**config.mk**
```make
export PLATFORM = sky130hd
export DESIGN_NAME = clock_source_and_sleep_control
export DESIGN_NICKNAME = d
export VERILOG_FILES = /design/src/inc/clk_sleep_pkg.sv /design/src/clock_source_and_sleep_control.sv
export SDC_FILE = /design/constraint.sdc
export NUM_CORES = 1
export LEC_CHECK = 0
export ABC_AREA = 1
export BUFFER_PORTS_ARGS = -buffer_cell sky130_fd_sc_hd__buf_2
export CAP_MARGIN = 5
export CORE_ASPECT_RATIO = 0.8
export CORE_MARGIN = 5
export CORE_UTILIZATION = 54
export CTS_CLUSTER_DIAMETER = 30
export DETAILED_ROUTE_END_ITERATION = 10
export PLACE_DENSITY = 0.93
export RECOVER_POWER = 100
export SETUP_SLACK_MARGIN = 0.3
export SLEW_MARGIN = 20
export SYNTH_ARGS = -nofsm -noshare
export SYNTH_HDL_FRONTEND = slang
export SYNTH_SLANG_ARGS = --single-unit
export TNS_END_PERCENT = 10
```
**constraint.sdc**
```tcl
create_clock -name core_clk -period 2.4 [get_ports core_clk]
set_input_delay 0.36 -clock core_clk [delete_from_list [all_inputs] [get_ports core_clk]]
set_output_delay 0.36 -clock core_clk [all_outputs]
set_load 0.02 [all_outputs]
```
**src/inc/clk_sleep_pkg.sv**
```systemverilog
// Constants, register map and carrier types for the clock source and sleep control block.
// Assumes a 32-bit APB slave where each register index maps to byte address index*4.
package clk_sleep_pkg;

  // Register indices; the byte address is the index times four.
  localparam logic [9:0] POWER_CONTROL_IDX       = 10'h087;
  localparam logic [9:0] EXT_FLAG_CLOCK_CTRL_IDX = 10'h091;
  localparam logic [9:0] POWER_MODE_CONTROL_IDX  = 10'h0C4;
  localparam logic [9:0] CLOCK_IRQ_STATUS_IDX    = 10'h0C5;

  // Field positions.
  localparam int IDLE_BIT         = 0;
  localparam int STOP_BIT         = 1;
  localparam int BANDGAP_BIT      = 0;
  localparam int RING_START_BIT   = 1;
  localparam int RING_ACTIVE_BIT  = 2;
  localparam int CLK_SRC_BIT      = 3;
  localparam int XTAL_OFF_BIT     = 3;
  localparam int SWB_BIT          = 5;
  localparam int CDIV_LSB         = 6;
  localparam int XTAL_READY_BIT   = 4;

  // Values after reset.
  localparam logic       CLK_SRC_RESET    = 1'b1;
  localparam logic       XTAL_READY_RESET = 1'b1;
  localparam logic [1:0] CDIV_RESET       = 2'h1;

  // Cycle divider codes and the last count of each instruction cycle.
  localparam logic [1:0] CDIV_RESERVED = 2'h0;
  localparam logic [1:0] CDIV_BY4      = 2'h1;
  localparam logic [1:0] CDIV_BY64     = 2'h2;
  localparam logic [1:0] CDIV_BY1024   = 2'h3;
  localparam logic [9:0] LAST_BY4      = 10'h003;
  localparam logic [9:0] LAST_BY64     = 10'h03F;
  localparam logic [9:0] LAST_BY1024   = 10'h3FF;

  // Crystal warm-up length in crystal clocks.
  localparam int WARMUP_CLOCKS = 65536;

  typedef enum logic [3:0] {
    SLP_RUN       = 4'b0001,
    SLP_IDLE      = 4'b0010,
    SLP_STOP      = 4'b0100,
    SLP_WAIT_XTAL = 4'b1000
  } sleep_state_e;

  typedef struct packed {
    logic powerfailIrqInService;
    logic highIrqInService;
    logic lowIrqInService;
    logic port1TxActive;
    logic port1RxActive;
    logic port0TxActive;
    logic port0RxActive;
  } status_in_s;

  typedef struct packed {
    logic anyIrq;
    logic extIrq;
    logic rtcIrq;
    logic powerfailInterrupt;
  } wake_in_s;

endpackage : clk_sleep_pkg

```
**src/clock_source_and_sleep_control.sv**
```systemverilog
// Clock source selection, crystal warm-up, cycle divider and Idle/Stop control with an APB register slave.
// Assumes crystal and ring clocks arrive as one-cycle tick pulses synchronous to core_clk.
`timescale 1ns/100ps
`default_nettype none

// Notes on behaviour
// - After reset the CPU runs from the crystal, never the ring.
// - Clock source select one picks crystal, zero picks ring.
// - Ring-active flag reads one on ring, zero on crystal; resets to zero.
// - Amplifier disable may be set only while the ring is selected.
// - Source changes take effect at the next instruction cycle boundary with crystal running.
// - Clearing amplifier disable restarts the crystal; ready flag sets after warm-up.
// - Warm-up lasts 65,536 crystal clocks.
// - Selecting the crystal needs ready flag one and amplifier enabled.
// - Switchback restores only the divider, never the clock source.
// - Crystal-ready flag resets to one and is read-only.
// - Divider resets to 4 clocks; 64 or 1024 only from 4 clocks.
// - With switchback enabled, a qualifying event returns the divider to 4 clocks.
// - Status bits 7 to 5 show power-fail, high and low interrupt service.
// - Status bits 3 to 0 show serial transmit and receive activity.
// - Power control bit 0 enters Idle; CPU halts, peripherals run; interrupts end it.
// - Power control bit 1 enters Stop; all clocks halt; external interrupt ends it.
// - A real-time-clock interrupt also ends Stop.
// - Band-gap bit keeps the reference on in Stop only.
// - With band-gap kept on, power-fail interrupt can wake from Stop.
// - Ring-start bit runs the CPU from the ring on Stop exit, as does a disabled amplifier; else waits for crystal.
// - After a ring start, hardware moves to the crystal once warm-up ends.
module clock_source_and_sleep_control #(
  parameter int WARMUP_CLOCKS = clk_sleep_pkg::WARMUP_CLOCKS
) (
  input  wire logic                      core_clk,
  input  wire logic                      nrst,
  input  wire logic                      psel,
  input  wire logic                      penable,
  input  wire logic                      pwrite,
  input  wire logic [11:0]               paddr,
  input  wire logic [31:0]               pwdata,
  output var  logic [31:0]               prdata,
  output logic                           pready,
  output logic                           pslverr,
  input  wire logic                      xtalTick,
  input  wire logic                      ringTick,
  input  wire clk_sleep_pkg::status_in_s statusIn,
  input  wire clk_sleep_pkg::wake_in_s   wakeIn,
  input  wire logic                      switchbackEvent,
  output logic                           cpuClkEn,
  output logic                           periphClkEn,
  output logic                           instrCycleEn,
  output logic                           crystalAmpEnable,
  output logic                           bandgapEnable,
  output logic                           sleepIdle,
  output logic                           sleepStop
);

  function automatic logic regHit(input logic [11:0] addr, input logic [9:0] idx);
    regHit = (addr == {idx, 2'b00});
  endfunction : regHit

  function automatic logic [9:0] lastCount(input logic [1:0] code);
    unique case (code)
      clk_sleep_pkg::CDIV_BY64:   lastCount = clk_sleep_pkg::LAST_BY64;
      clk_sleep_pkg::CDIV_BY1024: lastCount = clk_sleep_pkg::LAST_BY1024;
      default:                    lastCount = clk_sleep_pkg::LAST_BY4;
    endcase
  endfunction : lastCount

  clk_sleep_pkg::sleep_state_e state_q;
  logic        clkSel_q;
  logic        ringActive_q;
  logic        xtalOff_q;
  logic        xtalReady_q;
  logic [16:0] warmCnt_q;
  logic        autoBack_q;
  logic [1:0]  cdiv_q;
  logic [1:0]  divEff_q;
  logic        swb_q;
  logic        bgs_q;
  logic        ring_start_on_stop_exit_q;
  logic [9:0]  cycCnt_q;
  logic [31:0] prdata_q;

  logic hitPcon;
  logic hitExif;
  logic hitPmr;
  logic hitStatus;
  logic apbSetup;
  logic apbWrite;
  logic wrPcon;
  logic wrExif;
  logic wrPmr;
  logic inRun;
  logic inIdle;
  logic inStop;
  logic inWait;
  logic srcTick;
  logic crystalRunning;
  logic warmDone;
  logic stopWake;
  logic enterStop;
  logic enterIdle;
  logic [1:0] cdivWr;

  assign hitPcon   = regHit(paddr, clk_sleep_pkg::POWER_CONTROL_IDX);
  assign hitExif   = regHit(paddr, clk_sleep_pkg::EXT_FLAG_CLOCK_CTRL_IDX);
  assign hitPmr    = regHit(paddr, clk_sleep_pkg::POWER_MODE_CONTROL_IDX);
  assign hitStatus = regHit(paddr, clk_sleep_pkg::CLOCK_IRQ_STATUS_IDX);
  assign apbSetup  = psel & ~penable;
  assign apbWrite  = psel & penable & pwrite;
  assign wrPcon    = apbWrite & hitPcon;
  assign wrExif    = apbWrite & hitExif;
  assign wrPmr     = apbWrite & hitPmr;
  assign cdivWr    = pwdata[clk_sleep_pkg::CDIV_LSB +: 2];

  // Zero wait states; an unmapped address is refused with an error.
  assign pready  = 1'b1;
  assign pslverr = psel & penable & ~(hitPcon | hitExif | hitPmr | hitStatus);
  assign prdata  = prdata_q;

  assign inRun  = (state_q == clk_sleep_pkg::SLP_RUN);
  assign inIdle = (state_q == clk_sleep_pkg::SLP_IDLE);
  assign inStop = (state_q == clk_sleep_pkg::SLP_STOP);
  assign inWait = (state_q == clk_sleep_pkg::SLP_WAIT_XTAL);

  // Ticks are whole one-cycle pulses and the source only flips on a tick of the old one or while leaving Stop,
  // so the CPU never sees a shortened clock.
  assign srcTick      = ringActive_q ? ringTick : xtalTick;
  assign cpuClkEn     = srcTick & inRun;
  assign periphClkEn  = srcTick & (inRun | inIdle);
  assign instrCycleEn = periphClkEn & (cycCnt_q == lastCount(divEff_q));

  assign crystalRunning   = ~xtalOff_q & ~inStop;
  assign crystalAmpEnable = crystalRunning;
  assign bandgapEnable    = ~inStop | bgs_q;
  assign sleepIdle        = inIdle;
  assign sleepStop        = inStop;

  assign warmDone  = crystalRunning & ~xtalReady_q & xtalTick
                   & (warmCnt_q == 17'(WARMUP_CLOCKS - 1));
  // Internal interrupts cannot wake Stop; the RTC and a band-gap backed power-fail can.
  assign stopWake  = wakeIn.extIrq | wakeIn.rtcIrq | (bgs_q & wakeIn.powerfailInterrupt);
  assign enterStop = wrPcon & pwdata[clk_sleep_pkg::STOP_BIT] & inRun;
  assign enterIdle = wrPcon & pwdata[clk_sleep_pkg::IDLE_BIT] & ~pwdata[clk_sleep_pkg::STOP_BIT] & inRun;

  always_ff @(posedge core_clk) begin
    if (!nrst) begin
      state_q <= clk_sleep_pkg::SLP_RUN;
    end else begin
      unique case (state_q)
        clk_sleep_pkg::SLP_RUN: begin
          if (enterStop) begin
            state_q <= clk_sleep_pkg::SLP_STOP;
          end else if (enterIdle) begin
            state_q <= clk_sleep_pkg::SLP_IDLE;
          end
        end
        clk_sleep_pkg::SLP_IDLE: begin
          if (wakeIn.anyIrq | wakeIn.extIrq | wakeIn.rtcIrq | wakeIn.powerfailInterrupt) begin
            state_q <= clk_sleep_pkg::SLP_RUN;
          end
        end
        clk_sleep_pkg::SLP_STOP: begin
          if (stopWake) begin
            state_q <= (ring_start_on_stop_exit_q | xtalOff_q) ? clk_sleep_pkg::SLP_RUN
                                            : clk_sleep_pkg::SLP_WAIT_XTAL;
          end
        end
        clk_sleep_pkg::SLP_WAIT_XTAL: begin
          if (xtalReady_q) begin
            state_q <= clk_sleep_pkg::SLP_RUN;
          end
        end
        default: state_q <= clk_sleep_pkg::SLP_RUN;
      endcase
    end
  end

  // Source select and the active-source flag.
  always_ff @(posedge core_clk) begin
    if (!nrst) begin
      clkSel_q     <= clk_sleep_pkg::CLK_SRC_RESET;
      ringActive_q <= 1'b0;
      autoBack_q   <= 1'b0;
    end else begin
      if (inStop & stopWake & (ring_start_on_stop_exit_q | xtalOff_q)) begin
        clkSel_q     <= 1'b0;
        ringActive_q <= 1'b1;
        autoBack_q   <= ring_start_on_stop_exit_q & ~xtalOff_q;
      end else begin
        if (autoBack_q & xtalReady_q & inRun) begin
          clkSel_q   <= 1'b1;
          autoBack_q <= 1'b0;
        end else if (wrExif) begin
          if (!pwdata[clk_sleep_pkg::CLK_SRC_BIT]) begin
            clkSel_q <= 1'b0;
          end else if (xtalReady_q & ~xtalOff_q) begin
            clkSel_q <= 1'b1;
          end
        end
        if (enterStop) begin
          autoBack_q <= 1'b0;
        end
        // The flip waits for an instruction cycle boundary and needs the crystal alive.
        if (instrCycleEn & crystalRunning) begin
          ringActive_q <= ~clkSel_q;
        end
      end
    end
  end

  // Crystal amplifier, warm-up counter and ready flag.
  always_ff @(posedge core_clk) begin
    if (!nrst) begin
      xtalOff_q   <= 1'b0;
      xtalReady_q <= clk_sleep_pkg::XTAL_READY_RESET;
      warmCnt_q   <= '0;
    end else begin
      if (wrPmr) begin
        if (!pwdata[clk_sleep_pkg::XTAL_OFF_BIT]) begin
          xtalOff_q <= 1'b0;
        end else if (!clkSel_q) begin
          xtalOff_q <= 1'b1;
        end
      end
      if (!crystalRunning || xtalReady_q) begin
        warmCnt_q <= '0;
      end else if (xtalTick) begin
        warmCnt_q <= warmCnt_q + 17'h00001;
      end
      // A finished warm-up wins over a clear in the same cycle.
      if (warmDone) begin
        xtalReady_q <= 1'b1;
      end else if ((wrPmr & pwdata[clk_sleep_pkg::XTAL_OFF_BIT] & ~clkSel_q) | enterStop) begin
        xtalReady_q <= 1'b0;
      end
    end
  end

  // Cycle divider, its delayed effective copy and switchback.
  always_ff @(posedge core_clk) begin
    if (!nrst) begin
      cdiv_q   <= clk_sleep_pkg::CDIV_RESET;
      divEff_q <= clk_sleep_pkg::CDIV_RESET;
      swb_q    <= 1'b0;
      cycCnt_q <= '0;
    end else begin
      if (wrPmr) begin
        swb_q <= pwdata[clk_sleep_pkg::SWB_BIT];
      end
      // Switchback touches only the divider, so a ring time base stays selected.
      if (swb_q & switchbackEvent) begin
        cdiv_q <= clk_sleep_pkg::CDIV_BY4;
      end else if (wrPmr) begin
        if (cdivWr == clk_sleep_pkg::CDIV_BY4) begin
          cdiv_q <= cdivWr;
        end else if (cdivWr != clk_sleep_pkg::CDIV_RESERVED && cdiv_q == clk_sleep_pkg::CDIV_BY4) begin
          cdiv_q <= cdivWr;
        end
      end
      if (instrCycleEn) begin
        divEff_q <= cdiv_q;
        cycCnt_q <= '0;
      end else if (periphClkEn) begin
        cycCnt_q <= cycCnt_q + 10'h001;
      end
    end
  end

  // Stop options.
  always_ff @(posedge core_clk) begin
    if (!nrst) begin
      bgs_q  <= 1'b0;
      ring_start_on_stop_exit_q <= 1'b0;
    end else if (wrExif) begin
      bgs_q  <= pwdata[clk_sleep_pkg::BANDGAP_BIT];
      ring_start_on_stop_exit_q <= pwdata[clk_sleep_pkg::RING_START_BIT];
    end
  end

  // Read data is captured in the setup phase and held through the access phase.
  always_ff @(posedge core_clk) begin
    if (!nrst) begin
      prdata_q <= '0;
    end else if (apbSetup) begin
      prdata_q <= '0;
      if (hitPcon) begin
        prdata_q[clk_sleep_pkg::IDLE_BIT] <= inIdle;
        prdata_q[clk_sleep_pkg::STOP_BIT] <= inStop;
      end else if (hitExif) begin
        prdata_q[clk_sleep_pkg::CLK_SRC_BIT]     <= clkSel_q;
        prdata_q[clk_sleep_pkg::RING_ACTIVE_BIT] <= ringActive_q;
        prdata_q[clk_sleep_pkg::RING_START_BIT]  <= ring_start_on_stop_exit_q;
        prdata_q[clk_sleep_pkg::BANDGAP_BIT]     <= bgs_q;
      end else if (hitPmr) begin
        prdata_q[clk_sleep_pkg::CDIV_LSB +: 2]   <= cdiv_q;
        prdata_q[clk_sleep_pkg::SWB_BIT]         <= swb_q;
        prdata_q[clk_sleep_pkg::XTAL_OFF_BIT]    <= xtalOff_q;
      end else if (hitStatus) begin
        prdata_q[7:0] <= {statusIn[6:4], xtalReady_q, statusIn[3:0]};
      end
    end
  end
endmodule : clock_source_and_sleep_control

`default_nettype wire

```
# --- Word-level counts from Yosys, hierarchy flattened ---
# Cells that the tools add are included.
totals:
  out_inout_bits: 41
  ff_bits: 51
  word_cells: 134
  ram_bits: 0
  mem_bits_ro: 0
  memories: 0
  latch_bits: 0
  in_bits: 63
classes:
  add_sub_neg: 2
  magnitude_cmp: 0
  reduce_logical: 16
  n_shift: 0
  multipliers: 0
  n_div: 0
  bitwise_logic: 50
  mux: 32
  eq_ne: 20
op_table:
  columns: ["cell", "n"]
  rows:
  - ["$eq 12x10->1 const B", 4]
  - ["$mux 4", 8]
  - ["$and 1x1->1", 30]
  - ["$pmux 10 s2", 1]
  - ["$add 17x1->17 const B", 1]
  - ["$eq 17x16->1 const B", 1]
  - ["$pmux 4 s4", 1]
  - ["$mux 1", 15]
  - ["$or 1x1->1", 12]
  - ["$add 10x1->10 const B", 1]
  - ["$eq 10x10->1", 1]
  - ["$mux 8", 1]
  - ["$not 1->1", 8]
  - ["$reduce_or 2->1", 4]
  - ["$mux 2", 3]
  - ["$mux 3", 2]
  - ["$mux 6", 1]
  - ["$reduce_and 2->1", 3]
  - ["$reduce_bool 2->1", 3]
  - ["$reduce_bool 3->1", 2]
  - ["$eq 2x1->1 const B", 2]
  - ["$eq 2x2->1 const B", 2]
  - ["$eq 4x1->1 const B", 1]
  - ["$eq 4x2->1 const B", 1]
  - ["other kinds (10)", 12]

# --- Logic depth before layout (Yosys ltp) ---
# Gate-level depths: netlist (run 1).
depth:
  word_depth: 9
  ltp_mapped: 11

# --- Least setup slack after synthesis (run 1) ---
# OpenSTA, ideal clock, no wires.
synth_timing:
  path_kind: "input to output"
  from: "in paddr[4]"
  to: "out pslverr"
  t_arrival_ns: 1.316
  path_buffers: 0
  required_ns: 2.040
  path_stages: 7
  path_slack_ns: 0.724
  cell_sequence: "inv_1 -> nor2_1 -> nand2_1 -> nor2_1 -> nand2_1 -> nand3_1 -> nor3_1"
synth_between:
  elab_chain_len: 6
synth_rtl:
  columns: ["element", "line_no", "text"]
  rows:
  - ["start: declaration", "clock_source_and_sleep_control.sv:36", "input wire logic [11:0] paddr,"]
  - ["$eq 12x10->1", "clock_source_and_sleep_control.sv:56", "regHit = (addr == {idx, 2'b00});"]
  - ["$or 1x1->1 (2 in a row)", "clock_source_and_sleep_control.sv:116", "assign pslverr = psel & penable & ~(hitPcon | hitExif | hitPmr | hitStatus);"]
  - ["$or 1x1->1 *", "clock_source_and_sleep_control.sv:116", null]
  - ["$not 1->1 *", "clock_source_and_sleep_control.sv:116", null]
  - ["$and 1x1->1 *", "clock_source_and_sleep_control.sv:116", null]
  - ["end: declaration", "clock_source_and_sleep_control.sv:40", "output logic pslverr,"]
# Every way passes the cells marked *; elsewhere a longest branch is shown, timed or not.

# --- Worst setup path after layout (run 1) ---
layout_timing:
  from: "reg state_q[1]"
  to: "out instrCycleEn"
layout_between:
  elab_chain_len: 4
layout_rtl:
  columns: ["element", "line_no", "text"]
  rows:
  - ["start: declaration", "clock_source_and_sleep_control.sv:67", "clk_sleep_pkg::sleep_state_e state_q;"]
  - ["start signal: assignment", "clock_source_and_sleep_control.sv:146", "state_q <= clk_sleep_pkg::SLP_RUN;"]
  - ["start signal: assignment", "clock_source_and_sleep_control.sv:151", "state_q <= clk_sleep_pkg::SLP_STOP;"]
  - ["start signal: assignment", "clock_source_and_sleep_control.sv:153", "state_q <= clk_sleep_pkg::SLP_IDLE;"]
  - ["$eq 4x1->1 or $eq 4x2->1 (tied branches)", "clock_source_and_sleep_control.sv:119, clock_source_and_sleep_control.sv:120", null]
  - ["$or 1x1->1 *", "clock_source_and_sleep_control.sv:128", "assign periphClkEn = srcTick & (inRun | inIdle);"]
  - ["$and 1x1->1 *", "clock_source_and_sleep_control.sv:128", null]
  - ["$and 1x1->1 *", "clock_source_and_sleep_control.sv:129", "assign instrCycleEn = periphClkEn & (cycCnt_q == lastCount(divEff_q));"]
  - ["end: declaration", "clock_source_and_sleep_control.sv:48", "output logic instrCycleEn,"]
# Marked as above.

==> impl_summary.txt, run 1 <==
----------------------------------------------------
[Setup path]
  WP data arrival ... between 1.5 and 2 ns
  Worst Reg-to-Reg Cells ... 8
  Reg2Reg Capture Point ... warmCnt_q[12]
  Slack of the worst reg-to-reg path ... approximately 0.48 ns
  Nature of the critical path endpoint ... primary output
  Class of the most critical setup path ... flip-flop to primary output
  Critical Path Start Type ... flip-flop
  Data required time of the critical path ... a little over 2 ns
  Startpoint of the most critical register-to-register path ... state_q[0]
  Critical path launch point ... state_q[1]
  Worst-path maximum fanout ... 11

[STA]
  Clock period minus worst slack ... 2.07 ns
  Slack of the critical path ... 0.329 ns
  Final setup skew ... about 0.0068 ns
  Total negative setup slack ... 0 ns
  Final Max Tran Viols ... 0
  Relative slew margins ... between 60 and 70%
  Setup repair after global routing missed its margin ... no
  Number of failing hold endpoints at the final stage ... 0
  Slew @ Worst Pin ... about 0.52 ns
  Highest clock rate ... approximately 480 MHz
  Setup violators final ... 0
  Final critical-path share of the clock period ... a little under nine tenths

[Synthesis]
  Mapped Avg Cell Area ... 6.64 sq um
  Cell Area, Synth ... 2980 sq um
  Unique masters post-synth ... 36
  Post-synthesis register bit count ... just over 50
  Number of instances in the synthesized netlist ... 448
  Warnings, synthesis ... 0
  Portion of the post-synthesis area used by sequential elements ... 34.3%

[Clocking]
  Clk Tree Root Cell ... sky130_fd_sc_hd__clkbuf_8
  Number of CTS-inserted buffers ... 5
  Number of hold-repair buffers added at the cts stage ... 0
  Insertion delay of the later-clocked pin in the worst-skew pair ... about 0.30 ns
  H-tree depth ... 2
  CTS tree ... yes
  Clock slew at reported path FFs ... ~0.09 ns
  Sinks on Clock Net ... between 50 and 60
  Largest buffer count on any clock path ... 2

[Routing]
  Total number of vias ... between 2,000 and 3,000
  Count of nets left with antenna violations after detail routing ... 0
  DR vias/cell ... 5.22
  Detailed-route DRC error count ... 0
  Wire length per cell after detailed routing ... roughly 12 um
  Number of search-and-repair iterations in the first detailed-routing pass ... 5
  Initial detailed-routing violation count ... approximately 230
  Post-Route WL ... approximately 7000 um

[Global routing]
  Number of antenna violations at the first check in global routing ... 0
  Largest net degree at the start of global routing ... 16
  First-pass GRT wire length ... roughly 11,000 um
  Total Routing Usage GR ... approximately a fifth
  Vias in the first global route ... around 2,700
  Total overflow reported by the global router ... 0

[Power]
  Fraction of power spent switching nets ... 32.6%
  Clock share of power ... 27.4%
  Comb power frac ... a little over a fifth
  Total design power ... about 1.8 mW
  Cell-internal power ... roughly 1.2 mW
  LEAKAGE ... between 1 and 1.5 nW
  Reg power frac ... approximately 51%
  Switching power total ... ~0.58 mW
  Power per standard cell area ... between 500 and 600 nW/um^2
  Maximum resistive drop on vdd ... approximately 330 uV

[Floorplanning]
  Core ar. ... around 5400 sq um
  Die Footprint ... just over 7000 sq um
  Die Width ... between 90 and 100 um
  Die boundary height ... 76.4 um
  Number of top-level pins ... between 100 and 150
  Effective utilization at floorplan ... roughly 55%
  Row count ... 24

[Placement]
  IO buf count ... 52
  Final Wtd Congestion ... roughly 0.95
  Total cell area at the placement stage ... approximately 3200 sq um
  Setup Slack @ Placement ... a little over 0.4 ns
  Half-perimeter wire length after placement ... roughly 5300 um

[Final layout]
  Leading cell types in the layout, fill and taps excluded ... sky130_fd_sc_hd__nand2_1 (100), sky130_fd_sc_hd__nor2_1 (57), sky130_fd_sc_hd__inv_1 (55)
  NumNets Final ... 568
  Proportion of layout cells with a drive suffix above 1 ... between 10% and 20%
  Most frequent standard cell in the layout excluding fill and tap cells ... sky130_fd_sc_hd__nand2_1
  Area of all placed cells without fillers ... between 3000 and 4000 sq um
  Area growth syn-to-layout ... 9.92%
  Diodes inserted ... 0

[Worst hold path]
  Worst hold path cell count ... 3
  Startpoint of the most critical hold path ... switchbackEvent
  Type of the most critical hold path ... primary input to flip-flop
  Hold-critical path endpoint ... cdiv_q[0]

[Outcome]
  Outcome ... finished clean

[Job]
  Maxcap violations ... 0

----------------------------------------------------
==> power groups by stage <==
stage / clock network [mW] / logic (mW) / registers, mW
after global routing: 0.529 / 0.433 / 0.902
after CTS: 0.496 / 0.369 / 0.899
after global placement: 0 / 0.334 / 0.915
after detailed placement: 0 / 0.348 / 0.917
final: 0.485 / 0.386 / 0.898
after floorplan: 0 / 0.293 / 0.912
==> metrics by stage <==
stage	hold slack (ns)	instances	util, %
final	0.315	568	60.5
after global routing	0.335	568	60.5
after CTS	0.309	567	61.1
after detailed placement	0.454	559	59.1
after global placement	0.444	559	59.1
after floorplan	0.429	471	-
==> worst max path at each step <==
stage,cells past startpoint,to
2_1_floorplan,7,pslverr
3_3_place_gp,8,instrCycleEn
5_1_grt,9,instrCycleEn
6_report,9,instrCycleEn
3_5_place_dp,8,instrCycleEn
4_1_cts,9,instrCycleEn
==> critical path, stage by stage (launching register included) <==
cell,delay (ns)
sky130_fd_sc_hd__dfxtp_1,0.36
sky130_fd_sc_hd__inv_1,0.06
sky130_fd_sc_hd__nor2_1,0.14
sky130_fd_sc_hd__nand2_2,0.08
sky130_fd_sc_hd__nand2_1,0.19
sky130_fd_sc_hd__nand2_8,0.13
sky130_fd_sc_hd__nor2_4,0.14
sky130_fd_sc_hd__nand2_2,0.08
sky130_fd_sc_hd__inv_2,0.08
sky130_fd_sc_hd__buf_4,0.14
==> what timing repair did <==
action                     CTS  global route
setup endpoints to repair    1             1
buffers inserted             0             1
gates resized for setup      8             7
==> cell families after synthesis <==
group           after synthesis  share of synthesized area (%)
simple gates                233                           35.7
buf+inv                      88                           14.5
compound gates               63                           11.5
flops                        51                           34.3
xor+xnor                      8                           2.36
fa+ha+maj                     3                           1.26
other cells                   2                          0.252
==> layout make-up <==
type / count / area (sq um)
fill: 488 / 2130
multi-input combinational: 332 / 1610
timing repair buffer: 53 / 253
clock buffer: 6 / 72.6
tap: 65 / 81.3
sequential: 51 / 1020
inverter: 59 / 221
clock inverter: 2 / 12.5
==> cells in the mapped netlist <==
library cell / number / area (sq um)
sky130_fd_sc_hd__nand2_1: 101 / 379
sky130_fd_sc_hd__inv_1: 56 / 210
sky130_fd_sc_hd__nor2_1: 56 / 210
sky130_fd_sc_hd__dfxtp_1: 51 / 1020
sky130_fd_sc_hd__nand3_1: 44 / 220
sky130_fd_sc_hd__a21oi_1: 33 / 165
sky130_fd_sc_hd__buf_4: 25 / 188
sky130_fd_sc_hd__o21ai_0: 24 / 120
sky130_fd_sc_hd__nand4_1: 6 / 37.5
sky130_fd_sc_hd__nor3_1: 6 / 30.0
sky130_fd_sc_hd__xor2_1: 5 / 43.8
sky130_fd_sc_hd__nor2_4: 4 / 45.0
sky130_fd_sc_hd__or2_2: 4 / 25.0
sky130_fd_sc_hd__ha_1: 3 / 37.5
sky130_fd_sc_hd__inv_2: 3 / 11.3
sky130_fd_sc_hd__xnor2_1: 3 / 26.3
sky130_fd_sc_hd__clkbuf_1: 2 / 7.51
sky130_fd_sc_hd__conb_1: 2 / 7.51
sky130_fd_sc_hd__nand2_2: 2 / 12.5
sky130_fd_sc_hd__nor3_4: 2 / 32.5
sky130_fd_sc_hd__a21oi_2: 1 / 8.76
sky130_fd_sc_hd__buf_2: 1 / 5.00
sky130_fd_sc_hd__buf_6: 1 / 11.3
sky130_fd_sc_hd__nand3_2: 1 / 10.0
sky130_fd_sc_hd__nand3b_1: 1 / 7.51
sky130_fd_sc_hd__nor2_2: 1 / 6.26
sky130_fd_sc_hd__nor3_2: 1 / 10.0
sky130_fd_sc_hd__nor3b_4: 1 / 18.8
sky130_fd_sc_hd__nor4_1: 1 / 6.26
sky130_fd_sc_hd__o211a_1: 1 / 10.0
sky130_fd_sc_hd__o211ai_1: 1 / 7.51
sky130_fd_sc_hd__o21a_1: 1 / 7.51
sky130_fd_sc_hd__o21ai_4: 1 / 16.3
sky130_fd_sc_hd__o31ai_1: 1 / 7.51
sky130_fd_sc_hd__or2_0: 1 / 6.26
sky130_fd_sc_hd__or3_1: 1 / 6.26
==> state kept, by name, summed over array words and instances (netlist names), 2 cells and up <==
name and cells:
warmCnt_q 17, cycCnt_q 10, prdata 8, state_q 4
cdiv_q 2, divEff_q 2
==> metal layers <==
layer	track usage [%]	vias up	part of all wire [%]	wire, um
li1	-	1489	-	-
met4	3.81	0	0.69	48
met1	24.7	1364	43	2990
met2	34.2	105	50	3470
met3	3.65	7	6.4	447
met5	0	-	0	0
Note: power is estimated with default switching activity, not from simulation.
==> run 2: changes to the inputs <==
- ABC_AREA: 1 -> default
- PLACE_DENSITY: 0.93 -> 0.87
==> run 2 against run 1 <==
Effect of this change:
- die area down 3.8%
- clock-buffer cell count shrank 1
- combinational power shrank 64%
- worst hold slack worse by 0.011 ns
- sequential share of layout area rose by 1.0 points
- cell count decreased by 19%
- final area decreased by 3.0%
- clock power increased by 25%
- critical path type is now primary input to primary output
- wire length is 4.8% lower
- setup slack lost 0.098 ns
- register-to-register slack lost 0.19 ns
- area after synthesis is 4.3% lower
==> impl_summary.txt, run 2 <==
----------------------------------------------------
[Clocking]
  Largest buffer count on any clock path ... 2
  Insertion delay of the later-clocked pin in the worst-skew pair ... about 0.31 ns
  H-tree depth ... 2
  Number of CTS-inserted buffers ... 5
  CTS tree ... yes
  Clock slew at reported path FFs ... about 0.1 ns
  Clk Tree Root Cell ... sky130_fd_sc_hd__clkbuf_8
  Number of hold-repair buffers added at the cts stage ... 0
  Sinks on Clock Net ... around 50

[Synthesis]
  Synth Flop Type ... sky130_fd_sc_hd__dfxtp_1
  Cell taking the most area after synthesis ... sky130_fd_sc_hd__dfxtp_1
  Portion of the post-synthesis area used by sequential elements ... a little over a third
  Top area cells in the synthesized netlist ... sky130_fd_sc_hd__dfxtp_1 (36%), sky130_fd_sc_hd__buf_4 (6.9%), sky130_fd_sc_hd__nor2_1 (5.1%)
  Cell Area, Synth ... around 2800 sq um
  Mapped Avg Cell Area ... between 8 and 9 sq um
  Warnings, synthesis ... 0
  Most common cell in the synthesized netlist ... sky130_fd_sc_hd__dfxtp_1
  Post-synth EDFFs ... 0
  Synth async-reset ratio ... 0%
  Top-area cell type share of the netlist area ... between 30% and 40%
  Top cells by instance count after synthesis ... sky130_fd_sc_hd__dfxtp_1 (51), sky130_fd_sc_hd__nor2_1 (39), sky130_fd_sc_hd__nand2_1 (32)
  Post-synthesis register bit count ... 51
  Unique masters post-synth ... 63
  Number of instances in the synthesized netlist ... approximately 340

[Final layout]
  Most frequent standard cell in the layout excluding fill and tap cells ... sky130_fd_sc_hd__dfxtp_1
  NumNets Final ... between 400 and 500
  Number of flip-flops in the largest register ... 17
  Diodes inserted ... 0
  Leading cell types in the layout, fill and taps excluded ... sky130_fd_sc_hd__dfxtp_1 (47), sky130_fd_sc_hd__nor2_1 (39), sky130_fd_sc_hd__buf_2 (35)
  Largest Register ... warmCnt_q
  Final instance count without filler cells ... 461
  Number of fill cells in the layout ... 450
  Proportion of layout cells with a drive suffix above 1 ... between 10% and 20%
  Area growth syn-to-layout ... 11.4%

[STA]
  Post-route worst hold slack ... approximately 0.30 ns
  Final Max Tran Viols ... 0
  Relative slew margins ... about 62%
  Slack of the critical path ... 0.231 ns
  Final critical-path share of the clock period ... approximately 90%
  Number of failing hold endpoints at the final stage ... 0
  Setup repair after global routing missed its margin ... yes
  Final setup skew ... roughly 0.0098 ns
  Setup violators final ... 0
  Slew @ Worst Pin ... approximately 0.56 ns
  Clock period minus worst slack ... ~2.2 ns
  Highest clock rate ... 461 MHz
  Total negative setup slack ... 0 ns

[Setup path]
  Critical Path Start Type ... primary input
  Library cell contributing the largest single delay on the critical path ... sky130_fd_sc_hd__nor4b_1
  Slack of the worst reg-to-reg path ... 0.29 ns
  Capture point of the worst path ... pslverr
  Cell chain of the critical path ... buf_2 > nor4b_1 > and4b_1 > and2_0 > nor4_1 > clkbuf_1
  WP data arrival ... 1.81 ns
  Worst path max stage delay ... about 0.38 ns
  Worst Reg-to-Reg Cells ... 7
  Startpoint of the most critical register-to-register path ... cycCnt_q[3]
  Class of the most critical setup path ... primary input to primary output
  Worst-path maximum fanout ... 5
  Data required time of the critical path ... approximately 2.0 ns
  Critical path launch point ... paddr[1]
  Nature of the critical path endpoint ... primary output
  Reg2Reg Capture Point ... cycCnt_q[4]

[Routing]
  Detailed-route DRC error count ... 0
  DR vias/cell ... between 5 and 6
  Initial detailed-routing violation count ... 148
  Post-Route WL ... approximately 6600 um
  Count of nets left with antenna violations after detail routing ... 0
  Number of search-and-repair iterations in the first detailed-routing pass ... 4
  Total number of vias ... 2,627
  Wire length per cell after detailed routing ... 14.4 um

[Placement]
  IO buf count ... 52
  Half-perimeter wire length after placement ... about 4900 um
  Setup Slack @ Placement ... 0.379 ns
  Final Wtd Congestion ... approximately 0.9
  Number of placed instances, taps included ... 448

[Job]
  Maxcap violations ... 0

[Floorplanning]
  Row count ... 23
  Die boundary height ... between 70 and 80 um
  Core ar. ... between 5000 and 6000 sq um
  Die Footprint ... 6830 sq um
  Effective utilization at floorplan ... 56.2%
  Die Width ... between 90 and 100 um
  Number of top-level pins ... around 100

[Global routing]
  Total overflow reported by the global router ... 0
  First-pass GRT wire length ... around 11,000 um
  Number of antenna violations at the first check in global routing ... 0
  Largest net degree at the start of global routing ... 21
  Vias in the first global route ... around 2,500
  Total Routing Usage GR ... between 10% and 20%

[Power]
  Power per standard cell area ... about 510 nW/um^2
  LEAKAGE ... roughly 1.2 nW
  Maximum resistive drop on vdd ... approximately 340 uV

[Outcome]
  Outcome ... finished clean

[Worst hold path]
  Type of the most critical hold path ... primary input to flip-flop

----------------------------------------------------
[run 2: changes by cell type after synthesis, moves of 7 or more]
cell	change
sky130_fd_sc_hd__inv_1	-50
sky130_fd_sc_hd__nor2_1	-17
sky130_fd_sc_hd__and2_1	+8
sky130_fd_sc_hd__nand2_1	-69
sky130_fd_sc_hd__a22o_1	+8
sky130_fd_sc_hd__o21ai_0	-12
sky130_fd_sc_hd__a21oi_1	-21
sky130_fd_sc_hd__nand3_1	-24
sky130_fd_sc_hd__xor2_1	+7
[run 2: power by group]
part	total, mW	internal, mW	leakage [nW]	switching (mW)
Combinational	0.139	0.0456	0.750	0.0934
Sequential	0.856	0.850	0.412	0.00578
Clock	0.608	0.311	0.0581	0.297
[run 2: worst min path at each step]
stage               from        end  cells past startpoint
2_1_floorplan      swb_q      swb_q                      2
3_3_place_gp   prdata[2]  prdata[2]                      2
3_5_place_dp   prdata[2]  prdata[2]                      2
4_1_cts        pwdata[5]      swb_q                      3
5_1_grt        pwdata[5]      swb_q                      3
6_report       pwdata[5]      swb_q                      3
[run 2: what timing repair did]
item / in CTS / in global routing
setup endpoints to repair: 2 / 3
resized for setup: 7 / 4
pin swaps: 3 / 1
setup buffers: 5 / 0
[run 2: area by class of cell]
type	count	area, sq um	area share, %
clock buffer	5	68.8	2.17
inverter	7	28.8	0.907
timing repair buffer	63	314	9.90
multi-input combinational	270	1610	50.9
sequential	51	1030	32.3
tap	62	77.6	2.44
clock inverter	3	43.8	1.38
[run 2: kinds of logic after synthesis]
logic type / after synthesis / synth area share (%)
AND/OR/NAND/NOR: 155 / 29.3
XOR/XNOR: 19 / 5.84
flip-flops: 51 / 35.9
other: 2 / 0.264
multiplexers: 5 / 1.76
AO/OA/AOI/OAI: 63 / 16.0
buffers and inverters: 43 / 9.67
adder cells (fa/ha/maj): 3 / 1.32
[run 2: critical path: cells and delay by family]
kind                   cells  cell delay (ns)
buffers and inverters      2             0.29
and+or+nand+nor            4             1.15
[run 2: through the flow]
stage / power, mW / area, sq um / util, %
6_report: 1.60 / 3170 / 62.6
5_1_grt: 1.66 / 3170 / 62.6
4_1_cts: 1.61 / 3240 / 63.9
3_5_place_dp: 1.01 / 3070 / 60.6
3_3_place_gp: 1.01 / 3070 / 60.6
2_1_floorplan: 0.995 / 2930 / -
[run 2: layer usage]
metal  global-route usage [%]  part of all wire, %  up-vias
li1                         -                    -     1272
met1                     23.7                   42     1224
met2                     34.6                   47      114
met3                     4.80                  8.3       17
met4                     7.82                  2.8        0
met5                        0                    0        -
